[config.mk]
export PLATFORM = sky130hd
export DESIGN_NAME = preset_speed_mode_select
export DESIGN_NICKNAME = d
export VERILOG_FILES = /design/src/include/preset_speed_pkg.sv /design/src/core/preset_speed_mode_select.sv
export SDC_FILE = /design/constraint.sdc
export NUM_CORES = 1
export LEC_CHECK = 0
export BUFFER_PORTS_ARGS = -buffer_cell sky130_fd_sc_hd__buf_2
export CORE_ASPECT_RATIO = 0.9
export CORE_MARGIN = 2
export CORE_UTILIZATION = 62
export CTS_CLUSTER_SIZE = 25
export DETAILED_ROUTE_END_ITERATION = 8
export PLACE_DENSITY = 0.87
export REMOVE_ABC_BUFFERS = 1
export SYNTH_ARGS = -nofsm -noshare
export SYNTH_HDL_FRONTEND = slang
export SYNTH_SLANG_ARGS = --single-unit
[constraint.sdc]
create_clock -name core_clk -period 23.4 [get_ports core_clk]
set_clock_uncertainty 0.15 [all_clocks]
set_input_delay 2.34 -clock core_clk [delete_from_list [all_inputs] [get_ports core_clk]]
set_output_delay 2.34 -clock core_clk [all_outputs]
set_load 0.01 [all_outputs]
[src/include/preset_speed_pkg.sv]
/*
 * Constants and carrier types for the preset-speed mode selector.
 * Assumes a single 50 MHz core clock and a 32-bit classic Wishbone slave port.
 */
package preset_speed_pkg;

    // ==============================
    // Clock and timing
    localparam int unsigned CLK_MHZ           = 50;
    localparam int unsigned SAMPLE_PERIOD_US  = 1000;
    localparam int unsigned SAMPLE_CYCLES     = SAMPLE_PERIOD_US * CLK_MHZ;
    localparam int unsigned RAMP_UNIT_US      = 1000;
    localparam int unsigned RAMP_CYCLES_PER_MS = RAMP_UNIT_US * CLK_MHZ;
    localparam int unsigned INPUT_READ_MAX_MS = 2;

    // ==============================
    // Register offsets (byte addresses)
    localparam logic [7:0] OFS_CTRL    = 8'h00;
    localparam logic [7:0] OFS_PRESET1 = 8'h04;
    localparam logic [7:0] OFS_PRESET2 = 8'h08;
    localparam logic [7:0] OFS_PRESET3 = 8'h0c;
    localparam logic [7:0] OFS_ACCEL   = 8'h10;
    localparam logic [7:0] OFS_DECEL   = 8'h14;
    localparam logic [7:0] OFS_MAX_RPM = 8'h18;
    localparam logic [7:0] OFS_STATUS  = 8'h1c;

    // ==============================
    // Field positions and limits
    localparam int unsigned CTRL_MODE_LSB   = 0;
    localparam int unsigned CTRL_ALLOC_BIT  = 4;
    localparam int unsigned CTRL_SWASG_BIT  = 5;
    localparam int unsigned VALUE_W         = 14;
    localparam logic [13:0] VALUE_MAX       = 14'd10000;
    localparam logic [3:0]  MODE_PRESET     = 4'h3;
    localparam logic [3:0]  MODE_P_SPEED    = 4'h4;
    localparam logic [3:0]  MODE_P_POSITION = 4'h5;
    localparam logic [3:0]  MODE_P_TORQUE   = 4'h6;

    // ==============================
    // Reset values
    localparam logic [3:0]  RST_MODE    = MODE_PRESET;
    localparam logic [13:0] RST_PRESET  = 14'h0000;
    localparam logic [13:0] RST_TIME    = 14'h0000;
    localparam logic [13:0] RST_MAX_RPM = VALUE_MAX;

    // ==============================
    // Types
    typedef enum logic [2:0] {
        SUB_IDLE,
        SUB_PRESET,
        SUB_SPEED,
        SUB_POSITION,
        SUB_TORQUE
    } sub_mode_e;

    typedef struct packed {
        logic sel_a;
        logic sel_b;
        logic dir;
        logic mode_sw;
        logic lock;
    } inputs_s;

    typedef struct packed {
        logic [3:0] mode;
        logic       alloc_user;
        logic       sw_assigned;
    } ctrl_s;

    typedef struct packed {
        ctrl_s                ctrl;
        logic [2:0][13:0]     preset;
        logic [13:0]          accel;
        logic [13:0]          decel;
        logic [13:0]          max_rpm;
        inputs_s              inp;
        logic [31:0]          tick;
        logic [31:0]          acc;
        logic signed [15:0]   speed;
        logic signed [15:0]   torque;
        logic                 torque_mode;
        sub_mode_e            active;
        logic                 complete;
        logic                 pulse_ok;
        logic                 lock_out;
        logic                 ack;
        logic [31:0]          rdata;
    } state_s;

endpackage

[src/core/preset_speed_mode_select.sv]
/*
 * Preset-speed mode selector: decodes speed-select inputs, picks the
 * active control mode, ramps the speed command and drives the
 * positioning-complete pin. Registers over classic Wishbone.
 * Assumes inputs synchronous to core_clk; analog values already digitised.
 */
// The Wishbone interface to the registers and the placing of the registers are this design's own decisions.
`timescale 1ns/1ps

// Functional notes
// - Mode 3 preset only; 4,5,6 combined
// - Presets hold 0 to 10000 rpm
// - Separate accel/decel times 0 to 10000 ms
// - Preset above maximum speed uses maximum
// - Select decode: 00 stop,01 p1,10 p3,11 p2
// - Default allocation: both off selects second mode
// - User allocation: mode switch input chooses mode
// - Inputs acted on within two milliseconds
// - Stop commands zero speed without lock
// - Preset only ignores analog and pulses
// - Mode 4 follows analog speed when stopped
// - Mode 5 stops, completes, then accepts pulses
// - Speed modes show speed compare on pin
// - Mode 6 follows analog torque when stopped
// - Direction input sets preset rotation sense
// - Stop decelerates using deceleration time
module preset_speed_mode_select
    import preset_speed_pkg::*;
#(
    parameter int unsigned SAMPLE_CYC  = SAMPLE_CYCLES,
    parameter int unsigned RAMP_CYC    = RAMP_CYCLES_PER_MS,
    parameter logic [15:0] CMP_WINDOW  = 16'd10
)(
    // Clock and reset
    input  wire logic               core_clk,
    input  wire logic               nrst,
    // Wishbone slave
    input  wire logic               wb_cyc_i,
    input  wire logic               wb_stb_i,
    input  wire logic               wb_we_i,
    input  wire logic [7:0]         wb_adr_i,
    input  wire logic [3:0]         wb_sel_i,
    input  wire logic [31:0]        wb_dat_i,
    output logic                    wb_ack_o,
    output logic [31:0]             wb_dat_o,
    // Discrete inputs from host
    input  wire logic               speed_select_a,
    input  wire logic               speed_select_b,
    input  wire logic               rotation_direction_in,
    input  wire logic               mode_switch_in,
    input  wire logic               position_lock_in,
    input  wire logic               pulse_in,
    // Digitised analog commands
    input  wire logic signed [15:0] analog_speed_cmd,
    input  wire logic signed [15:0] analog_torque_cmd,
    // Drive outputs
    output logic signed [15:0]      speed_cmd,
    output logic signed [15:0]      torque_cmd,
    output logic                    torque_mode,
    output logic                    position_hold,
    output logic                    pulse_accept,
    output logic                    positioning_complete_out,
    output logic [2:0]              active_mode
);

    // ==============================
    // Helpers
    function automatic logic [31:0] merge(input logic [31:0] old, input logic [31:0] wd,
                                          input logic [3:0] sel);
        logic [31:0] r;
        r = old;
        for (int i = 0; i < 4; i++)
        begin
            if (sel[i])
            begin
                r[i*8 +: 8] = wd[i*8 +: 8];
            end
        end
        return r;
    endfunction

    function automatic logic [13:0] clamp_val(input logic [31:0] v);
        if (v > {18'h0, VALUE_MAX})
        begin
            return VALUE_MAX;
        end
        return v[13:0];
    endfunction

    function automatic logic [15:0] mag(input logic signed [15:0] v);
        return (v < 0) ? 16'(-v) : 16'(v);
    endfunction

    function automatic logic signed [15:0] limit(input logic signed [15:0] v, input logic [13:0] m);
        logic signed [15:0] lim;
        lim = signed'({2'b00, m});
        if (v > lim)
        begin
            return lim;
        end
        if (v < -lim)
        begin
            return 16'(-lim);
        end
        return v;
    endfunction

    state_s cur;
    state_s nxt;

    // ==============================
    // Combinational next state
    logic               stop_sel;
    logic               second;
    logic [13:0]        preset_mag;
    logic signed [15:0] target;
    logic [13:0]        ramp_time;
    logic [31:0]        ramp_limit;
    logic [31:0]        acc_sum;
    logic               req;
    logic [31:0]        reg_old;
    logic [31:0]        reg_new;
    logic [15:0]        err;

    always_comb
    begin
        nxt = cur;
        stop_sel   = 1'b0;
        second     = 1'b0;
        preset_mag = '0;
        target     = (cur.active == SUB_SPEED) ? limit(analog_speed_cmd, cur.max_rpm) : 16'sd0;
        ramp_time  = '0;
        ramp_limit = '0;
        acc_sum    = '0;
        reg_old    = '0;
        reg_new    = '0;
        err        = '0;
        req        = wb_cyc_i && wb_stb_i && !cur.ack;

        // ==============================
        // Input sampling once per period bounds latency
        if (cur.tick >= SAMPLE_CYC - 1)
        begin
            nxt.tick = '0;
            nxt.inp  = '{speed_select_a, speed_select_b, rotation_direction_in,
                         mode_switch_in, position_lock_in};
        end
        else
        begin
            nxt.tick = cur.tick + 32'd1;
        end

        // ==============================
        // Mode selection
        stop_sel = !cur.inp.sel_a && !cur.inp.sel_b;
        if (cur.ctrl.alloc_user)
        begin
            second = cur.ctrl.sw_assigned && cur.inp.mode_sw;
        end
        else
        begin
            second = stop_sel;
        end
        unique case (cur.ctrl.mode)
            MODE_PRESET:     nxt.active = SUB_PRESET;
            MODE_P_SPEED:    nxt.active = second ? SUB_SPEED : SUB_PRESET;
            MODE_P_POSITION: nxt.active = second ? SUB_POSITION : SUB_PRESET;
            MODE_P_TORQUE:   nxt.active = second ? SUB_TORQUE : SUB_PRESET;
            default:         nxt.active = SUB_IDLE;
        endcase

        // ==============================
        // Preset decode and target
        unique case ({cur.inp.sel_a, cur.inp.sel_b})
            2'b01:   preset_mag = cur.preset[0];
            2'b10:   preset_mag = cur.preset[2];
            2'b11:   preset_mag = cur.preset[1];
            default: preset_mag = '0;
        endcase
        if (preset_mag > cur.max_rpm)
        begin
            preset_mag = cur.max_rpm;
        end
        if (cur.active == SUB_PRESET)
        begin
            target = cur.inp.dir ? 16'(-signed'({2'b00, preset_mag}))
                                 : signed'({2'b00, preset_mag});
        end

        // ==============================
        // Speed command
        nxt.torque_mode = (cur.active == SUB_TORQUE);
        nxt.torque      = (cur.active == SUB_TORQUE) ? analog_torque_cmd : 16'sd0;
        if (cur.active == SUB_SPEED)
        begin
            nxt.speed = limit(analog_speed_cmd, cur.max_rpm);
            nxt.acc   = '0;
        end
        else if (cur.active == SUB_TORQUE || cur.active == SUB_IDLE)
        begin
            nxt.speed = '0;
            nxt.acc   = '0;
        end
        else if (cur.speed != target)
        begin
            // Speeding up when at rest, or same sign and larger magnitude
            if (cur.speed == 0 || ((cur.speed < 0) == (target < 0) && mag(target) > mag(cur.speed)))
            begin
                ramp_time = cur.accel;
            end
            else
            begin
                ramp_time = cur.decel;
            end
            // Full-scale change takes ramp_time; zero jumps straight to target, else at most one rpm step per cycle
            ramp_limit = 32'(ramp_time) * RAMP_CYC;
            acc_sum    = cur.acc + 32'(cur.max_rpm);
            if (ramp_time == '0)
            begin
                nxt.speed = target;
                nxt.acc   = '0;
            end
            else if (acc_sum >= ramp_limit)
            begin
                nxt.speed = (target > cur.speed) ? cur.speed + 16'sd1 : cur.speed - 16'sd1;
                nxt.acc   = acc_sum - ramp_limit;
            end
            else
            begin
                nxt.acc = acc_sum;
            end
        end
        else
        begin
            nxt.acc = '0;
        end

        // ==============================
        // Completion pin and pulse gate
        err = mag(16'(cur.speed - target));
        if (cur.active == SUB_POSITION)
        begin
            nxt.complete = (cur.speed == 0);
        end
        else if (cur.active == SUB_IDLE || cur.active == SUB_TORQUE || nxt.active == SUB_POSITION)
        begin
            nxt.complete = 1'b0;
        end
        else
        begin
            nxt.complete = (err <= CMP_WINDOW);
        end
        // Pulses dropped until hold is reached, host waits for it unless rude
        nxt.pulse_ok = pulse_in && cur.active == SUB_POSITION && cur.complete;
        nxt.lock_out = (cur.active == SUB_POSITION && cur.complete)
                    || (cur.active == SUB_PRESET && stop_sel && cur.inp.lock);

        // ==============================
        // Register access, one cycle to ack
        nxt.ack   = req;
        nxt.rdata = '0;
        if (req)
        begin
            unique case (wb_adr_i)
                OFS_CTRL:    reg_old = {26'h0, cur.ctrl.sw_assigned, cur.ctrl.alloc_user, cur.ctrl.mode};
                OFS_PRESET1: reg_old = {18'h0, cur.preset[0]};
                OFS_PRESET2: reg_old = {18'h0, cur.preset[1]};
                OFS_PRESET3: reg_old = {18'h0, cur.preset[2]};
                OFS_ACCEL:   reg_old = {18'h0, cur.accel};
                OFS_DECEL:   reg_old = {18'h0, cur.decel};
                OFS_MAX_RPM: reg_old = {18'h0, cur.max_rpm};
                OFS_STATUS:  reg_old = {cur.speed, 5'h0, cur.inp, cur.complete, 2'b00, cur.active};
                default:     reg_old = '0;
            endcase
            nxt.rdata = wb_we_i ? 32'h0 : reg_old;
            reg_new   = merge(reg_old, wb_dat_i, wb_sel_i);
            if (wb_we_i)
            begin
                unique case (wb_adr_i)
                    OFS_CTRL:
                    begin
                        nxt.ctrl.mode        = reg_new[CTRL_MODE_LSB +: 4];
                        nxt.ctrl.alloc_user  = reg_new[CTRL_ALLOC_BIT];
                        nxt.ctrl.sw_assigned = reg_new[CTRL_SWASG_BIT];
                    end
                    OFS_PRESET1: nxt.preset[0] = clamp_val(reg_new);
                    OFS_PRESET2: nxt.preset[1] = clamp_val(reg_new);
                    OFS_PRESET3: nxt.preset[2] = clamp_val(reg_new);
                    OFS_ACCEL:   nxt.accel     = clamp_val(reg_new);
                    OFS_DECEL:   nxt.decel     = clamp_val(reg_new);
                    OFS_MAX_RPM: nxt.max_rpm   = clamp_val(reg_new);
                    default:     nxt.ctrl      = cur.ctrl;
                endcase
            end
        end
    end

    // ==============================
    // State register
    always_ff @(posedge core_clk)
    begin
        if (!nrst)
        begin
            cur               <= '0;
            cur.ctrl.mode     <= RST_MODE;
            cur.preset        <= {3{RST_PRESET}};
            cur.accel         <= RST_TIME;
            cur.decel         <= RST_TIME;
            cur.max_rpm       <= RST_MAX_RPM;
            cur.active        <= SUB_PRESET;
        end
        else
        begin
            cur <= nxt;
        end
    end

    // ==============================
    // Outputs straight from state
    assign wb_ack_o                 = cur.ack;
    assign wb_dat_o                 = cur.rdata;
    assign speed_cmd                = cur.speed;
    assign torque_cmd               = cur.torque;
    assign torque_mode              = cur.torque_mode;
    assign position_hold            = cur.lock_out;
    assign pulse_accept             = cur.pulse_ok;
    assign positioning_complete_out = cur.complete;
    assign active_mode              = cur.active;

endmodule

== Yosys cells after proc, flatten, opt, wreduce, memory -nomap -nowiden ==
Cells that the tools add are included.

* Bits in registers: 231
* Input port bits: 87
* Logic and storage cells: 181

* Add/sub/neg operators: 11
* Multipliers: 1
* Order comparisons: 12
* Eq/ne operators: 21
* Multiplexer cells: 73
* Bitwise gates (word level): 3
* Reduce and logical (&&, ||, !) cells: 35

{| class="wikitable"
|+ Operators with widths
! operator !! number
|-
| two-way mux 16 bit || 17
|-
| case mux 32 bit (8 select lines) || 1
|-
| two-way mux 14 bit || 12
|-
| two-way mux 8 bit || 8
|-
| < comparator 16 x 1 -> 1 bit, second input constant || 3
|-
| two-way mux 48 bit || 1
|-
| negation 16 bit || 3
|-
| case mux 14 bit (3 select lines) || 1
|-
| adder 32 x 1 -> 32 bit, second input constant || 1
|-
| adder 32 x 14 -> 32 bit || 1
|-
| equality test 8 x 5 -> 1 bit, second input constant || 4
|-
| >= comparator 32 x 16 -> 1 bit, second input constant || 1
|-
| >= comparator 32 x 30 -> 1 bit || 1
|-
| greater-than comparator 16 bit || 2
|-
| greater-than comparator 32 x 14 -> 1 bit, second input constant || 1
|-
| zero test 32 bit || 1
|-
| two-way mux 32 bit || 1
|-
| negation 14 -> 16 bit || 2
|-
| subtractor 32 x 30 -> 32 bit || 1
|-
| two-way mux 1 bit || 28
|-
| multiplier 14 x 12 -> 26 bit, second input constant || 1
|-
| AND reduction 3 bit || 7
|-
| adder 16 x 2 -> 16 bit, second input constant || 1
|-
| equality test 8 x 4 -> 1 bit, second input constant || 2
|-
| 32 further kinds || 55
|}

== Depth between registers and ports, before layout ==
* Depth in word-level cells: 24
* Mapped depth: 75

== Worst setup path before layout ==
OpenSTA, ideal clock, no wires.

* Kind: input-to-reg
* From: input port analog_speed_cmd[9]
* To: register cur[101] in the netlist's numbering
* Library setup time: 0.128 ns
* Arrival: 14.339 ns
* Data required time: 23.122 ns
* Path slack: 8.783 ns
* Stages on the path: 63
* Path through: ha_1 a211oi_1 o21ai_0 o211ai_1 and3_1 a21oi_1 clkbuf_1 buf_1 o21ai_0 nand2_1 o21ai_0 a21boi_0 ha_1 and3_1 clkbuf_1 a21oi_1 xnor2_1 ha_1 [27 not listed] a21oi_1 o21bai_1 a211o_1 a31oi_1 a21oi_1 a21o_1 a21oi_1 xnor2_1 ha_1 inv_1 nor3_1 nand4_1 nand4_1 a2111oi_0 clkbuf_1 clkbuf_1 mux2i_1 nor2_1

* Cells in the longest elaborated chain, start to end: 19

{| class="wikitable"
|+ RTL lines
! element !! line !! RTL
|-
| from (decl) || preset_speed_mode_select.sv:54 || <nowiki>input wire logic signed [15:0] analog_speed_cmd,</nowiki>
|-
| < comparator 16 bit || preset_speed_mode_select.sv:101 || <nowiki>if (v < -lim)</nowiki>
|-
| two-way mux 1 bit (2 in series) || preset_speed_mode_select.sv:101 ||
|-
| two-way mux 16 bit || preset_speed_mode_select.sv:105 || <nowiki>return v;</nowiki>
|-
| two-way mux 16 bit * || preset_speed_mode_select.sv:101 ||
|-
| two-way mux 16 bit * || preset_speed_mode_select.sv:131 || <nowiki>target = (cur.active == SUB_SPEED) ? limit(analog_speed_cmd, cur.max_rpm) : 16'sd0;</nowiki>
|-
| two-way mux 16 bit * || preset_speed_mode_select.sv:184 || <nowiki>if (cur.active == SUB_PRESET)</nowiki>
|-
| negation 16 bit or < comparator 16 x 1 -> 1 bit (tied branches) || preset_speed_mode_select.sv:91, preset_speed_mode_select.sv:207 ||
|-
| two-way mux 16 bit || preset_speed_mode_select.sv:91 || <nowiki>return (v < 0) ? 16'(-v) : 16'(v);</nowiki>
|-
| [2 not listed] || -- ||
|-
| logical OR 1 bit || preset_speed_mode_select.sv:207 || <nowiki>if (cur.speed == 0 || ((cur.speed < 0) == (target < 0) && mag(target) > mag(cur.speed)))</nowiki>
|-
| two-way mux 14 bit || preset_speed_mode_select.sv:207 ||
|-
| two-way mux 14 bit || preset_speed_mode_select.sv:204 || <nowiki>else if (cur.speed != target)</nowiki>
|-
| two-way mux 14 bit || preset_speed_mode_select.sv:199 || <nowiki>else if (cur.active == SUB_TORQUE || cur.active == SUB_IDLE)</nowiki>
|-
| two-way mux 14 bit || preset_speed_mode_select.sv:194 || <nowiki>if (cur.active == SUB_SPEED)</nowiki>
|-
| multiplier 14 x 12 -> 26 bit || preset_speed_mode_select.sv:216 || <nowiki>ramp_limit = 32'(ramp_time) * RAMP_CYC;</nowiki>
|-
| subtractor 32 x 30 -> 32 bit or >= comparator 32 x 30 -> 1 bit (tied branches) || preset_speed_mode_select.sv:226, preset_speed_mode_select.sv:223 ||
|-
| two-way mux 32 bit || preset_speed_mode_select.sv:223 || <nowiki>else if (acc_sum >= ramp_limit)</nowiki>
|-
| to (signal assigned) || preset_speed_mode_select.sv:314 || <nowiki>cur <= nxt;</nowiki>
|-
| to (decl) || preset_speed_mode_select.sv:108 || <nowiki>state_s cur;</nowiki>
|}

Every way passes the cells marked *; elsewhere a longest branch is shown, timed or not. The select of a mux whose other input is x is not followed.
A chain may end at the register's enable or synchronous reset.

== Worst setup path after layout ==
* From: register cur[141] in the netlist's numbering
* To: register cur (netlist bit speed_cmd[15])

* Cells in the longest elaborated chain, start to end: 22

{| class="wikitable"
|+ RTL lines
! element
|-
| branches (longest 22 deep; another with negation 14 -> 16 bit)
|}

Parallel ways; which one is timed is not known. The select of a mux whose other input is x is not followed.

==> results.tsv <==
metric	value	unit
powerDensity	75.6	mW/mm^2
synthArstFlopShare	0	
globalplace.congestion	0.992	
synth_area	0.0202	mm^2
sw_frac_of_total	0.431	
maxCapViolCount	0	
critical_path.max_stage_delay	0.97	ns
final_util	0.678	
synthTopCellsByArea	dfxtp_1 23%, ha_1 15%, a21oi_1 5.1%	
place_area	0.0209	mm^2
vias	19400	
rsz0062_at_grt	false	
worst_slew_pin_slew	1.23	ns
yosysSeqAreaShare	0.227	
final_area	0.0217	mm^2
period_needed	16.33	ns
cp.required	23.73	ns
cts_hold_buffers	0	
fin_nets	2990	
drc	0	
seqPwrFrac	0.261	
fp-row-count	62	
cp_num_buf_inv	7	
synth_cell_type_count	83	
synth_top_flop_cell	dfxtp_1	
synth_edf_count	0	
vias_per_cell	6.32	
post-cts-setup-buffer-count	0	
drtIter0Drc	2168	
arrival	16.65	ns
die_h	175	um
period_share	0.698	
wl_per_cell	20.4	um
io_buffers	156	
min_path_type	register to register	
status	finished clean	
syn_inst	2580	
clock-root-buffer	clkbuf_16	
p_int	0.934	mW
core	0.0320	mm^2
avgSynthCellArea	7.83	um^2
synth-seq-cells	229	
cts_tree	built	
crit_path_max_fanout	48	
die_area	0.0340	mm^2
p_leak	9.81	nW
cts_resized	0	
ff2ff_setup_slack	7.07	ns
slew_headroom	0.179	
crit_slowest_cell	a2bb2oi_2	
p_comb_frac	0.507	
io_pins	159	
vdd_ir_drop_max	0.0896	mV
setup_viol	0	
h-tree-depth	1	
clk_latency	0.56	ns
clock.fmax	0.0613	GHz
grt_pass1_vias	18300	
finalWirelength	62.6	mm
filler_cell_count	2606	
antenna_found_initial	4	
synth_most_common_cell	nand2_1	
cts_buffers	24	
start_util	0.632	
hold_violations	0	
drive_gt1_frac	0.112	
path_clk_slew	0.07	ns
critPathCaptureType	register	
startpoint_type	register	
hpwl	47.7	mm
netSwitchingPower	0.706	mW
cpLargestDelayFamily	compound AO/OA/AOI/OAI gates	
ant_nets	0	
synthTopCellsByCount	260 x nand2_1, 236 x ha_1, 229 x dfxtp_1	
first_pass_iters	8	
path_common_cell	a21oi_1	
setup-tns-final	0	ns
ys_warn_count	0	
clk_path_buf_depth	3	
synth_top_cell_area_share	0.227	
grt_pass1_wl	97.6	mm
die_w	194	um
grt_usage	0.355	
drv_slew	0	
area_delta_synth_final	7.35	%
grt_max_degree	103	
path_class	register to register	
cts.sinks	229	
netlist.top_cell.by_area	dfxtp_1	
power_frac_clock	0.232	
overflow	0	
[per-layer routing]
layer | track usage | wire, um | vias up
met5 | 0 | 0 | -
met4 | 0.147 | 2700 | 0
met3 | 0.0612 | 5950 | 199
met2 | 0.574 | 27900 | 1014
met1 | 0.471 | 26100 | 9083
li1 | - | - | 9090
[layout by cell type, fill, tap and decap left out, types with 23 or more instances in the layout]
cell | Yosys | layout
a22oi_1 | 41 | 41
o21ai_0 | 106 | 106
inv_1 | 194 | 193
nor3_1 | 54 | 47
nor2_1 | 223 | 223
a21oi_1 | 204 | 202
nand2b_1 | 25 | 25
a21o_1 | 32 | 32
clkbuf_16 | 0 | 24
nand2_1 | 260 | 260
a211oi_1 | 43 | 43
a31oi_1 | 23 | 23
and3_1 | 46 | 46
fa_1 | 36 | 36
buf_4 | 70 | 24
o211ai_1 | 25 | 25
mux2_2 | 27 | 27
and2_1 | 48 | 48
nor4_1 | 26 | 25
nand4_1 | 30 | 30
dfxtp_1 | 229 | 229
nand3_1 | 57 | 57
xor2_1 | 51 | 51
ha_1 | 236 | 236
buf_2 | 5 | 156
xnor2_1 | 108 | 108
nor2b_1 | 38 | 38
mux2i_1 | 38 | 38
[worst paths after layout]
kind / depth (start not counted) / from / endpoint
max reg2reg: 70 / cur[141]$_SDFFE_PN0P_ / speed_cmd[15]$_SDFFE_PN0P_
max: 70 / cur[141]$_SDFFE_PN0P_ / speed_cmd[15]$_SDFFE_PN0P_
min: 1 / cur[104]$_SDFF_PP0_ / cur[104]$_SDFF_PP0_
min reg2reg: 1 / cur[104]$_SDFF_PP0_ / cur[104]$_SDFF_PP0_
[registers in the layout (all words and copies together) (netlist names)]
name                      cells
position_hold                 1
wb_dat_o                     30
torque_mode                   1
cur                         159
pulse_accept                  1
torque_cmd                   16
speed_cmd                    16
active_mode                   3
positioning_complete_out      1
wb_ack_o                      1
[cell families after synthesis]
group	count (synthesis)	share of synthesized area
and+or+nand+nor	864	0.205
AOI/OAI and AO/OA	616	0.197
buffers and inverters	366	0.0814
adders and majority gates	273	0.182
DFF	229	0.227
xor gates and xnor gates	160	0.0701
muxes	71	0.0374
other	1	0.000186
[power by group through the flow]
stage	Clock [mW]	Combinational, mW	Sequential, mW
6_report	0.380	0.831	0.428
3_3_place_gp	0	0.773	0.435
3_5_place_dp	0	0.796	0.435
2_1_floorplan	0	0.605	0.429
4_1_cts	0.381	0.804	0.427
5_1_grt	0.396	0.901	0.430
[per-stage QoR]
| step | instances | total power [mW] | hold WS, ns | setup WS (ns) |
|---|---|---|---|---|
| after floorplan | 2425 | 1.03 | 0.268 | 0.169 |
| after global placement | 3021 | 1.21 | 0.278 | 7.71 |
| after detailed placement | 3021 | 1.23 | 0.295 | 7.26 |
| after CTS | 3064 | 1.61 | 0.305 | 7.38 |
| after global routing | 3067 | 1.73 | 0.326 | 5.79 |
| final | 3067 | 1.64 | 0.300 | 7.07 |
[final cells by class]
cell class	instances	area, um^2	share of cell area
antenna	3	7.51	0.000346
timing repair buffer	180	961	0.0443
clock buffer	32	691	0.0319
inverter	194	728	0.0336
clock inverter	11	93.8	0.00433
multi-input combinational	2002	14100	0.650
tap	416	520	0.0240
sequential	229	4580	0.211
Power figures use the tool's default switching activity.
